## src/pkg/subclk_cfg_pkg.sv

```systemverilog
// Purpose: Shared constants and types for the subclock and oscillator configuration block.
// Assumes: One 8-bit control register reached over a plain strobe port.
// Notes:   Field positions and reset values are named here once.
package subclk_cfg_pkg;

  // Register map and widths.
  localparam int         ADDR_W           = 4;
  localparam logic [3:0] LPC_ADDR         = 4'h0;
  localparam logic [7:0] LPC_RESET        = 8'h00;

  // Field positions inside the control register.
  localparam int         POS_UPPER_LO     = 6;
  localparam int         POS_SAMPLE_SEL   = 5;
  localparam int         POS_SUB_STOP     = 4;
  localparam int         POS_FB_BYPASS    = 3;
  localparam int         POS_RESERVED     = 2;
  localparam int         POS_MULT_LO      = 0;

  // Noise sampling divide ratios and their terminal counts.
  localparam int         SAMPLE_DIV_SLOW  = 8;
  localparam int         SAMPLE_DIV_FAST  = 4;
  localparam logic [2:0] TC_SLOW          = 3'(SAMPLE_DIV_SLOW - 1);
  localparam logic [2:0] TC_FAST          = 3'(SAMPLE_DIV_FAST - 1);

  // Applied multiplier reset value.
  localparam logic [1:0] MULT_RESET       = 2'h0;

  // Control register layout, bit 7 down to bit 0.
  typedef struct packed {
    logic [1:0] upper_mode;
    logic       sample_rate_select;
    logic       subclock_stop;
    logic       feedback_bypass;
    logic       reserved;
    logic       mult_factor_hi;
    logic       mult_factor_lo;
  } low_power_control_t;

  // Settings that reach the oscillator only on a low-power entry.
  typedef struct packed {
    logic       feedback_bypass;
    logic [1:0] mult_factor;
  } applied_cfg_t;

  // Operating state reported by the power mode controller, Gray coded along the wake path.
  typedef enum logic [2:0] {
    PS_HIGH_SPEED   = 3'h0,
    PS_MEDIUM_SPEED = 3'h1,
    PS_SLEEP        = 3'h3,
    PS_SW_STANDBY   = 3'h2,
    PS_WATCH        = 3'h6,
    PS_SUBACTIVE    = 3'h7,
    PS_SUBSLEEP     = 3'h5
  } power_state_t;

  // Decoded multiplier setting.
  typedef enum logic [1:0] {
    MULT_X1     = 2'h0,
    MULT_X2     = 2'h1,
    MULT_X4     = 2'h2,
    MULT_BYPASS = 2'h3
  } mult_mode_t;

endpackage

```

## src/verilog/pin_sync3.sv

```systemverilog
// Purpose: Brings an asynchronous pin level into the ref_clk domain.
// Assumes: The pin is slow compared with ref_clk.
// Notes:   Output changes only once the second and third stages agree.
`timescale 1ns/100ps
`default_nettype none
module pin_sync3 (
  // Clock and reset
  input  wire logic ref_clk,
  input  wire logic nrst,
  // Pin and result
  input  wire logic pin_in,
  output logic      level_out
);

  logic       meta_reg;
  logic [1:0] stage_reg;
  logic       level_reg;

  always_ff @(posedge ref_clk) begin
    if (!nrst) begin
      meta_reg  <= 1'b0;
      stage_reg <= 2'h0;
    end else begin
      meta_reg  <= pin_in;
      stage_reg <= {stage_reg[0], meta_reg};
    end
  end

  // Stage one is never looked at; only stages two and three vote.
  always_ff @(posedge ref_clk) begin
    if (!nrst) begin
      level_reg <= 1'b0;
    end else if (stage_reg[0] == stage_reg[1]) begin
      level_reg <= stage_reg[1];
    end
  end

  assign level_out = level_reg;

endmodule
`default_nettype wire

```

## src/verilog/subclock_and_oscillator_config.sv

```systemverilog
// Purpose: Holds the low-power control register clock fields and drives oscillator controls.
// Assumes: power_state comes from the mode controller on ref_clk; subclk_pin is asynchronous.
// Notes:   Bypass and multiplier settings reach the oscillator only on a low-power entry.
`timescale 1ns/100ps
`default_nettype none
// Functional notes
// Sample subclock at system clock /8 when select is 0, /4 when 1.
// Software keeps sampling select at 0 when system clock is 5 MHz or faster.
// Subclock oscillator runs while stop bit is 0, halts while it is 1.
// Software sets subclock stop when the subclock is unused.
// Bypass 0 uses feedback resistor and duty adjust; 1 disables both.
// A bypass change applies only on entering standby, watch or subactive.
// Software leaves bypass alone with a crystal; enters low power after setting it.
// Bit 2 is readable and writable; software writes only zero.
// Multiplier: 00 x1, 01 x2, 10 x4, 11 multiplier bypassed.
// A new multiplier applies only after entering standby, watch or subactive.
// Reset clears both multiplier bits.
// Software sets both multiplier bits after every reset.
// Inverted external clock is held high in standby and subclock states.
// Without duty adjust the external clock passes through unreshaped.
// Whole register clears on reset and hardware standby, kept in software standby.
// Noise sampling stops in subactive, subsleep and watch.
// Subclock passes a synchroniser before sampling logic uses it.
module subclock_and_oscillator_config (
  // Clock and reset
  input  wire logic                                ref_clk,
  input  wire logic                                nrst,
  // Register port
  input  wire logic [subclk_cfg_pkg::ADDR_W-1:0]   reg_addr,
  input  wire logic [7:0]                          reg_wdata,
  input  wire logic                                reg_wr,
  input  wire logic                                reg_rd,
  output logic      [7:0]                          reg_rdata,
  // Power mode controller
  input  wire subclk_cfg_pkg::power_state_t        power_state,
  input  wire logic                                hw_standby,
  // Subclock pin and shaped result
  input  wire logic                                subclk_pin,
  output logic                                     subclk_shaped,
  // Oscillator controls
  output logic                                     subclk_osc_run,
  output logic                                     feedback_res_on,
  output logic                                     duty_adjust_on,
  output logic                                     ext_clk_passthrough,
  output subclk_cfg_pkg::mult_mode_t               mult_mode,
  output logic [1:0]                               upper_mode
);

  subclk_cfg_pkg::low_power_control_t lpc_reg;
  subclk_cfg_pkg::applied_cfg_t       applied_reg;
  subclk_cfg_pkg::power_state_t       prev_state_reg;
  logic [7:0]                         rdata_reg;
  logic [2:0]                         div_cnt_reg;
  logic                               sample_reg;
  logic                               shaped_reg;
  logic                               sub_sync;
  logic                               lp_entry;
  logic                               suspend;
  logic                               tick;
  logic [2:0]                         tc;
  logic                               lpc_hit;

  function automatic logic is_apply_state(input subclk_cfg_pkg::power_state_t s);
    is_apply_state = (s == subclk_cfg_pkg::PS_SW_STANDBY) || (s == subclk_cfg_pkg::PS_WATCH) ||
                     (s == subclk_cfg_pkg::PS_SUBACTIVE);
  endfunction

  function automatic subclk_cfg_pkg::mult_mode_t mult_decode(input logic [1:0] f);
    case (f)
      2'h0:    mult_decode = subclk_cfg_pkg::MULT_X1;
      2'h1:    mult_decode = subclk_cfg_pkg::MULT_X2;
      2'h2:    mult_decode = subclk_cfg_pkg::MULT_X4;
      default: mult_decode = subclk_cfg_pkg::MULT_BYPASS;
    endcase
  endfunction

  assign lpc_hit = (reg_addr == subclk_cfg_pkg::LPC_ADDR);

  // Control register; software standby does not touch it.
  always_ff @(posedge ref_clk) begin
    if (!nrst || hw_standby) begin
      lpc_reg <= subclk_cfg_pkg::LPC_RESET;
    end else if (reg_wr && lpc_hit) begin
      lpc_reg <= reg_wdata;
    end
  end

  // Read data stand for exactly one cycle; unmapped addresses read zero.
  always_ff @(posedge ref_clk) begin
    if (!nrst) begin
      rdata_reg <= 8'h00;
    end else if (reg_rd && lpc_hit) begin
      rdata_reg <= lpc_reg;
    end else begin
      rdata_reg <= 8'h00;
    end
  end

  assign reg_rdata = rdata_reg;

  // Entry edge into a state that latches the oscillator settings.
  always_ff @(posedge ref_clk) begin
    if (!nrst) begin
      prev_state_reg <= subclk_cfg_pkg::PS_HIGH_SPEED;
    end else begin
      prev_state_reg <= power_state;
    end
  end

  assign lp_entry = is_apply_state(power_state) && !is_apply_state(prev_state_reg);

  // Writes are staged in the register and only copied here on entry.
  always_ff @(posedge ref_clk) begin
    if (!nrst || hw_standby) begin
      applied_reg.feedback_bypass <= 1'b0;
      applied_reg.mult_factor     <= subclk_cfg_pkg::MULT_RESET;
    end else if (lp_entry) begin
      applied_reg.feedback_bypass <= lpc_reg.feedback_bypass;
      applied_reg.mult_factor     <= {lpc_reg.mult_factor_hi, lpc_reg.mult_factor_lo};
    end
  end

  assign feedback_res_on     = !applied_reg.feedback_bypass;
  assign duty_adjust_on      = !applied_reg.feedback_bypass;
  // With duty adjust off the oscillator buffer hands the input edge straight on.
  assign ext_clk_passthrough = applied_reg.feedback_bypass;
  assign mult_mode           = mult_decode(applied_reg.mult_factor);
  assign subclk_osc_run      = !lpc_reg.subclock_stop;
  assign upper_mode          = lpc_reg.upper_mode;

  pin_sync3 u_sub_sync (
    .ref_clk   (ref_clk),
    .nrst      (nrst),
    .pin_in    (subclk_pin),
    .level_out (sub_sync)
  );

  assign suspend = (power_state == subclk_cfg_pkg::PS_SUBACTIVE) ||
                   (power_state == subclk_cfg_pkg::PS_SUBSLEEP) ||
                   (power_state == subclk_cfg_pkg::PS_WATCH);
  assign tc      = lpc_reg.sample_rate_select ? subclk_cfg_pkg::TC_FAST : subclk_cfg_pkg::TC_SLOW;
  assign tick    = !suspend && (div_cnt_reg >= tc);

  // Sampling divider; holds its count while suspended.
  always_ff @(posedge ref_clk) begin
    if (!nrst) begin
      div_cnt_reg <= 3'h0;
    end else if (suspend) begin
      div_cnt_reg <= div_cnt_reg;
    end else if (tick) begin
      div_cnt_reg <= 3'h0;
    end else begin
      div_cnt_reg <= div_cnt_reg + 3'h1;
    end
  end

  // A level is accepted only when two successive samples match, which rejects short glitches.
  always_ff @(posedge ref_clk) begin
    if (!nrst) begin
      sample_reg <= 1'b0;
      shaped_reg <= 1'b0;
    end else if (tick) begin
      sample_reg <= sub_sync;
      if (sample_reg == sub_sync) begin
        shaped_reg <= sub_sync;
      end
    end
  end

  assign subclk_shaped = shaped_reg;

  AST_DIV8_SPACING: assert property (@(posedge ref_clk) disable iff (!nrst)
    (tick && !lpc_reg.sample_rate_select) ##1 (!suspend && !lpc_reg.sample_rate_select)[*7] |->
      (!tick && !$past(tick) && !$past(tick, 2) && !$past(tick, 3) && !$past(tick, 4) && !$past(tick, 5) &&
       !$past(tick, 6)) ##1 (suspend || tick))
    else $error("slow sampling tick not every 8 cycles");

  AST_DIV4_SPACING: assert property (@(posedge ref_clk) disable iff (!nrst)
    (tick && lpc_reg.sample_rate_select) ##1 (!suspend && lpc_reg.sample_rate_select)[*3] |->
      (!tick && !$past(tick) && !$past(tick, 2)) ##1 (suspend || tick || !lpc_reg.sample_rate_select))
    else $error("fast sampling tick not every 4 cycles");

  AST_STOP_WRITE: assert property (@(posedge ref_clk) disable iff (!nrst || hw_standby)
    (reg_wr && lpc_hit) |=> (subclk_osc_run == !$past(reg_wdata[subclk_cfg_pkg::POS_SUB_STOP])))
    else $error("subclock run does not follow stop bit write");

  AST_BYPASS_HELD: assert property (@(posedge ref_clk) disable iff (!nrst || hw_standby)
    !lp_entry |=> $stable(duty_adjust_on) && $stable(feedback_res_on))
    else $error("bypass changed without low-power entry");

  AST_BYPASS_APPLY: assert property (@(posedge ref_clk) disable iff (!nrst || hw_standby)
    lp_entry |=> (ext_clk_passthrough == $past(lpc_reg.feedback_bypass)) && (duty_adjust_on != ext_clk_passthrough))
    else $error("bypass not applied on entry");

  AST_MULT_APPLY: assert property (@(posedge ref_clk) disable iff (!nrst || hw_standby)
    lp_entry |=> mult_mode == mult_decode($past({lpc_reg.mult_factor_hi, lpc_reg.mult_factor_lo})))
    else $error("multiplier not applied on entry");

  AST_MULT_HELD: assert property (@(posedge ref_clk) disable iff (!nrst || hw_standby)
    (reg_wr && lpc_hit && !lp_entry) |=> $stable(mult_mode))
    else $error("multiplier moved on a plain write");

  AST_HWSTBY_CLEAR: assert property (@(posedge ref_clk) disable iff (!nrst)
    hw_standby |=> (lpc_reg == subclk_cfg_pkg::LPC_RESET) && (mult_mode == subclk_cfg_pkg::MULT_X1))
    else $error("hardware standby did not clear register");

  AST_SUSPEND: assert property (@(posedge ref_clk) disable iff (!nrst)
    suspend |-> !tick ##1 $stable(shaped_reg))
    else $error("sampling active in subclock state");

  AST_READBACK: assert property (@(posedge ref_clk) disable iff (!nrst)
    (reg_rd && lpc_hit) |=> reg_rdata == $past(lpc_reg))
    else $error("read data mismatch");

  AST_RESET_MULT: assert property (@(posedge ref_clk)
    !nrst |=> (mult_mode == subclk_cfg_pkg::MULT_X1) && !lpc_reg.mult_factor_hi && !lpc_reg.mult_factor_lo)
    else $error("reset left a multiplier bit set");

  AST_SW_STBY_RETAIN: assert property (@(posedge ref_clk) disable iff (!nrst)
    (power_state == subclk_cfg_pkg::PS_SW_STANDBY) && !hw_standby && !(reg_wr && lpc_hit) |=> $stable(lpc_reg))
    else $error("register lost its contents in software standby");

  AST_SYNC_LAG: assert property (@(posedge ref_clk) disable iff (!nrst)
    $changed(sub_sync) |-> (sub_sync == $past(subclk_pin, 3)) && (sub_sync == $past(subclk_pin, 4)))
    else $error("synchronised subclock moved ahead of its pin");

endmodule
`default_nettype wire

```

## config.mk

```make
export PLATFORM = sky130hd
export DESIGN_NAME = subclock_and_oscillator_config
export DESIGN_NICKNAME = d
export VERILOG_FILES = /design/src/pkg/subclk_cfg_pkg.sv /design/src/verilog/pin_sync3.sv /design/src/verilog/subclock_and_oscillator_config.sv
export SDC_FILE = /design/constraint.sdc
export NUM_CORES = 1
export LEC_CHECK = 0
export BUFFER_PORTS_ARGS = -buffer_cell sky130_fd_sc_hd__buf_2
export CORE_ASPECT_RATIO = 1.25
export CORE_UTILIZATION = 28
export CTS_BUF_LIST = sky130_fd_sc_hd__clkbuf_2
export DETAILED_ROUTE_END_ITERATION = 8
export MAX_ROUTING_LAYER = met4
export PLACE_DENSITY = 0.6
export SLEW_MARGIN = 25
export SYNTH_ARGS = -nofsm -noshare
export SYNTH_HDL_FRONTEND = slang
export SYNTH_HIERARCHICAL = 1
export SYNTH_SLANG_ARGS = --single-unit
export TNS_END_PERCENT = 1
```

## constraint.sdc

```tcl
create_clock -name ref_clk -period 1.9 [get_ports ref_clk]
set_input_delay 0.095 -clock ref_clk [delete_from_list [all_inputs] [get_ports ref_clk]]
set_output_delay 0.095 -clock ref_clk [all_outputs]
set_load 0.005 [all_outputs]
```

==> results of run 1 <==
## routing by layer
layer | GRT usage, % | part of all wire, % | vias to the layer above
met5 | - | 0 | -
met4 | 5.56 | 1.8 | 0
met3 | 3.87 | 4.2 | 6
met2 | 22.7 | 57 | 27
met1 | 11.1 | 37 | 452
li1 | - | - | 501
## cell usage after synthesis
| cell type | number | area share (%) |
|---|---|---|
| nand4_1 | 1 | 0.55 |
| a311oi_1 | 1 | 0.76 |
| inv_1 | 5 | 1.6 |
| o21ai_1 | 1 | 0.44 |
| o21ai_0 | 3 | 1.3 |
| and2_1 | 12 | 6.6 |
| nand2b_1 | 3 | 1.6 |
| and3_4 | 1 | 0.98 |
| and2_2 | 1 | 0.66 |
| a21boi_1 | 1 | 0.66 |
| a21boi_0 | 2 | 1.3 |
| nor2_1 | 5 | 1.6 |
| nand3b_1 | 2 | 1.3 |
| mux2i_1 | 3 | 2.6 |
| nand2_1 | 13 | 4.3 |
| dfxtp_1 | 31 | 54 |
| o21a_1 | 1 | 0.66 |
| ha_1 | 2 | 2.2 |
| buf_4 | 3 | 2.0 |
| a21oi_1 | 10 | 4.4 |
| a221oi_2 | 1 | 1.3 |
| buf_1 | 1 | 0.33 |
| nor4_4 | 1 | 1.9 |
| clkbuf_1 | 3 | 0.98 |
| nand3_1 | 11 | 4.8 |
| a31oi_1 | 2 | 1.1 |
## power by group through the flow
stage | clock, W | sequential, W | combinational, W
finish | 0.000282 | 0.000668 | 0.0000893
floorplan | 0 | 0.000680 | 0.0000357
global placement | 0 | 0.000681 | 0.0000678
global route | 0.000319 | 0.000670 | 0.0000978
detailed placement | 0 | 0.000682 | 0.0000714
CTS | 0.000296 | 0.000668 | 0.0000890
## worst max path at each step
stage                     startpoint            end
after global placement    lpc_reg[5]  subclk_shaped
after floorplan           lpc_reg[5]  subclk_shaped
final                     lpc_reg[5]  subclk_shaped
after global routing      lpc_reg[5]  subclk_shaped
after detailed placement  lpc_reg[5]  subclk_shaped
after CTS                 lpc_reg[5]  subclk_shaped
## worst max-delay path, stage by stage, from the launching register on
cell and delay, ps:
dfxtp_1 350, ha_1 320, a21oi_1 290, a21oi_1 170, nand2b_1 170, a31oi_1 140
## stage by stage
| stage | util [%] | total power (W) | instances | hold WS [ps] | setup slack [ps] |
|---|---|---|---|---|---|
| after floorplan | - | 0.000716 | 120 | 217 | 558 |
| after global placement | 35.6 | 0.000749 | 205 | 304 | 509 |
| after detailed placement | 35.6 | 0.000754 | 205 | 306 | 419 |
| after CTS | 39.3 | 0.00105 | 223 | 0.961 | 371 |
| after global routing | 39.3 | 0.00109 | 223 | 2.98 | 210 |
| final | 39.3 | 0.00104 | 223 | 22.4 | 373 |
## what timing repair did
action,in CTS,in global routing
endpoints found under the hold margin,11,0
setup endpoints to repair,0,0
hold buffers,11,0
## cells in the final DEF (no fill, tap or decap), types with 2 or more instances in the layout
cell            n
nand3_1        11
and2_1         12
nand2_1        13
mux2i_1         3
nand2b_1        3
clkbuf_2        5
dfxtp_1        31
a21oi_1        10
a21boi_0        2
nand3b_1        2
dlygate4sd3_1  11
ha_1            2
nor2_1          5
a31oi_1         2
inv_1           5
buf_2          37
o21ai_0         3
## final cells by class
cell class / instances / area, µm²
Sequential cell: 31 / 621
Inverter: 5 / 18.8
Multi-Input combinational cell: 77 / 469
Timing Repair Buffer: 49 / 303
Clock buffer: 5 / 25.0
Clock inverter: 2 / 8.76
Tap cell: 54 / 67.6
Fill cell: 392 / 2330
## cell families after synthesis
logic type,after synthesis,synth area share (%)
compound gates,22,11.9
fa+ha+maj,2,2.18
buf+inv,12,4.91
flops,31,54.1
mux,3,2.62
simple gates,50,24.2
==> out/results.ini, run 1 <==
[route]
vias = 986
drt_wl_total_um = 2380
detail-route-antenna-nets = 0
avgRoutedWirePerCell_um = 10.7
vias_per_cell = 4.42
first_pass_iters = 4
drt_iter0_drc = 5
drc = 0

[logic_synthesis]
syn_area_per_cell_um2 = 9.55
netlist_area_mm2 = 0.00115
netlist_instances = 120
yosys_warnings = 6
ys_types = 26
seq_area_frac_synth_pct = 54.1
synth_seq_cells = 31
synth_nets = 143

[pwr]
power_density_mw_per_mm2 = 687
p_clk_share_pct = 27.1
netSwitchingPower_w = 0.000252
p_leak_nw = 0.641
p_seq_share_pct = 64.3
switching_share_pct = 24.2
intPower_w = 0.000788
ir_worst_vdd_mv = 0.387
combPwrFrac_pct = 8.6

[clock_network]
root_buffer = clkbuf_2
cts_resized = 0
cts.sinks = 31
path_clk_slew_ps = 150
cts_buffer_depth = 2
cts_tree = yes
clk_latency_ps = 350
h-tree-depth = 2
cts_buffers = 5
cts_setup_buffers = 0

[worst_setup_path]
endpoint_kind = flip-flop
worstPathMaxFanout = 4
worstPathRequired_ps = 2180
start_kind = flip-flop
timing.rr.end = subclk_shaped
crit_arrival_ps = 1810
r2r_slack_ps = 370
ff2ff_path_depth = 5
timing.rr.start = lpc_reg[5]
crit_type = flip-flop to flip-flop

[timing]
fin_tns_setup_ps = 0
max_freq_mhz = 655
min_period_over_period_pct = 80.4
drv_slew = 0
tightestPinTransition_ps = 468
hold_viol_final = 0
setup_viol = 0
slew-limit-headroom_pct = 68.5
skew_ps = 11.1
rsz0062_at_grt = false
fin_crit_ps = 1530

[floorplanning]
start_util_pct = 29.8
core.rowCount = 25
pin_count = 38
die_h_um = 73.5
core_area_mm2 = 0.00385
die_area_mm2 = 0.00435
dieWidth_um = 59.2

[grt]
grt_usage_pct = 12.3
grt_max_degree = 14
antenna_found_initial = 0
grt_overflow = 0
grt_pass1_vias = 943
grt_pass1_wl_um = 3830

[placement]
placed_cell_area_mm2 = 0.00137
hpwl_um = 1720
place.gp.congestion = 0.701
port_buffers = 37

[cells_and_area]
antenna_cells = 0
largest_register_ffs = 8
fin_area_mm2 = 0.00151
area_growth_pct = 32.0
nets = 192
drive_gt1_share_pct = 28.4

[worst_hold_path]
hp-class = input port to flip-flop
min_to = prev_state_reg[2]
hold_path_depth = 3
hp-start = power_state[2]

[outcome]
status = finished, final reports clean

[run]
maxCapViolCount = 0

Note: power is estimated with default switching activity, not from simulation.
==> run 2: changes to the inputs <==
- PLACE_DENSITY: 0.6 -> 0.62
- clock period: 1.9 -> 1.4 ns (I/O delays scaled with it)
==> run 2 against run 1 <==
Setup slack got worse by 310 ps. Hold slack improved by 2.3 ps. Critical path depth did not move. Core utilization rose by 2.1 points. Count of clock-buffer cells in the layout did not move. Global-route usage fell by 0.58 points. Die area did not move. Sequential share of layout area fell by 1.7 points. Critical path type unchanged. Critical endpoint is now div_cnt_reg[2]. Largest power group unchanged.
==> out/results.ini, run 2 (synthesized netlist as in run 1, its figures left out) <==
[pwr]
p_leak_nw = 0.652  ; +1.7%
power_density_mw_per_mm2 = 892  ; +30%
power_w = 0.00142  ; +37%
combPwrFrac_pct = 8.8  ; +0.2 points
p_clk_share_pct = 27.4  ; +0.3 points
intPower_w = 0.00107  ; +36%
switching_share_pct = 24.6  ; +0.38 points
p_seq_share_pct = 63.8  ; -0.5 points
netSwitchingPower_w = 0.000350  ; +39%
ir_worst_vdd_mv = 0.451  ; +17%

[cells_and_area]
drive_gt1_share_pct = 32.0  ; +3.6 points
fillers = 384  ; -2.0%
nets = 195  ; +1.6%
area_growth_pct = 39.0
largest_register_ffs = 8  ; unchanged
instances_no_fill = 226  ; +1.3%
layout_commonest_cell = buf_2
antenna_cells = 0  ; unchanged
final_cell_mix = 37 x buf_2, 29 x dfxtp_1, 13 x nand2_1, 13 x dlygate4sd3_1, 12 x and2_1
fin_area_mm2 = 0.00159  ; +5.3%

[floorplanning]
dieWidth_um = 59.2  ; unchanged
die_h_um = 73.5  ; unchanged
core_area_mm2 = 0.00385  ; unchanged
start_util_pct = 29.8  ; unchanged
pin_count = 38  ; unchanged
core.rowCount = 25  ; unchanged
die_area_mm2 = 0.00435  ; unchanged

[worst_setup_path]
endpoint_kind = flip-flop
r2r_slack_ps = 60  ; -310 ps
critPathLaunch = lpc_reg[5]
crit_path_max_incr_delay_ps = 390  ; +40 ps
worstPathMaxFanout = 3  ; -1
timing.rr.start = lpc_reg[5]
worstPathRequired_ps = 1650  ; -530 ps
ff2ff_path_depth = 5  ; unchanged
crit_type = flip-flop to flip-flop
critPathCapture = div_cnt_reg[2]
start_kind = flip-flop
cpMaxStageDelayCell = dfxtp_4
crit_arrival_ps = 1590  ; -220 ps
cp_cell_sequence = ha_4 -> a21oi_4 -> buf_4 -> nand3b_1 -> a311oi_1
timing.rr.end = div_cnt_reg[2]

[worst_hold_path]
hp-class = input port to flip-flop

[grt]
gr-usage-met3_pct = 3.52  ; -0.35 points
grt_pass1_vias = 873  ; -7.4%
grt_max_degree = 14  ; unchanged
antenna_found_initial = 0  ; unchanged
grt_overflow = 0  ; unchanged
busiest_layer = met2
met1_usage_pct = 11.5  ; +0.38 points
grt_pass1_wl_um = 3610  ; -5.8%
use_met2_pct = 20.2  ; -2.5 points
grt_usage_pct = 11.7  ; -0.58 points

[run]
maxCapViolCount = 0  ; unchanged

[outcome]
status = finished, final reports clean

[clock_network]
root_buffer = clkbuf_2
path_clk_slew_ps = 150  ; about the same
clk_latency_ps = 350  ; about the same
h-tree-depth = 2  ; unchanged
cts_buffer_depth = 2  ; unchanged
cts.sinks = 31  ; unchanged
cts_tree = yes
cts_buffers = 5  ; unchanged

[route]
drc = 0  ; unchanged
first_pass_iters = 4  ; unchanged
detail-route-antenna-nets = 0  ; unchanged
vias = 968  ; -1.8%
drt_wl_total_um = 2300  ; -3.6%
drt_iter0_drc = 23  ; +18
vias_per_cell = 4.28  ; -3.1%
avgRoutedWirePerCell_um = 10.2  ; -4.9%

[placement]
placed_cell_area_mm2 = 0.00138  ; +0.55%
dp.cells = 206  ; +0.49%
hpwl_um = 1540  ; -10%
place.gp.congestion = 0.735  ; +4.9%
port_buffers = 37  ; unchanged

[timing]
min_period_over_period_pct = 95.7  ; +15 points
fin_tns_setup_ps = 0  ; unchanged
hold_viol_final = 0  ; unchanged
tightestPinTransition_ps = 492  ; +24.2 ps
max_freq_mhz = 747  ; +14%
skew_ps = 16.8  ; +5.71 ps
drv_slew = 0  ; unchanged
setup_viol = 0  ; unchanged
rsz0062_at_grt = true
slew-limit-headroom_pct = 66.9  ; -1.6 points
fin_crit_ps = 1340  ; -188 ps

[run 2: repair_timing]
action                     in CTS  in global routing
setup endpoints to repair       2                  2
buffers inserted                0                  0
gates resized for setup         4                  6
hold buffers                   13                  0
hold endpoints to repair       12                  0
pin swaps                       1                  4
[run 2: power by group through the flow]
stage	sequential (W)	combinational [W]	clock (W)
floorplan	0.000923	0.0000485	0
global placement	0.000926	0.0000941	0
detailed placement	0.000925	0.0000943	0
CTS	0.000907	0.000122	0.000412
global route	0.000910	0.000136	0.000431
finish	0.000907	0.000125	0.000389
[run 2: how the worst min path moves through the flow]
stage,startpoint,to,slack (ps),cells after the start
final,reg_addr[2],lpc_reg[2],20,4
after global routing,reg_addr[2],lpc_reg[2],20,4
after CTS,reg_addr[2],lpc_reg[2],0.1,4
after detailed placement,subclk_pin,u_sub_sync/meta_reg,280,2
after global placement,subclk_pin,u_sub_sync/meta_reg,280,2
after floorplan,power_state[0],prev_state_reg[0],190,1
[run 2: routing by layer]
metal | up-vias | part of all wire (%)
li1 | 507 | -
met1 | 423 | 42
met2 | 30 | 51
met3 | 8 | 5.2
met4 | 0 | 1.7
met5 | - | 0
[run 2: worst max-delay path, delay by kind of cell, from the launching register on]
family,cells,cell delay [ps]
compound gates,2,370
fa+ha+maj,1,260
flops,1,390
buf+inv,1,140
simple gates,1,70
[run 2: final cells by class]
| cell class | count | area [µm²] | area share (%) |
|---|---|---|---|
| sequential | 31 | 626 | 39.3 |
| multi-input combinational | 77 | 517 | 32.4 |
| timing repair buffer | 52 | 330 | 20.7 |
| tap | 54 | 67.6 | 4.24 |
| clock buffer | 5 | 25.0 | 1.57 |
| inverter | 5 | 18.8 | 1.18 |
| clock inverter | 2 | 8.76 | 0.550 |
[run 2: stage by stage]
step	util, %	setup slack [ps]	hold WS [ps]
after floorplan	-	58.4	192
after global placement	35.8	61.8	284
after detailed placement	35.8	18.0	284
after CTS	40.6	44.8	0.103
after global routing	41.4	-5.90	24.0
final	41.4	60.5	24.7
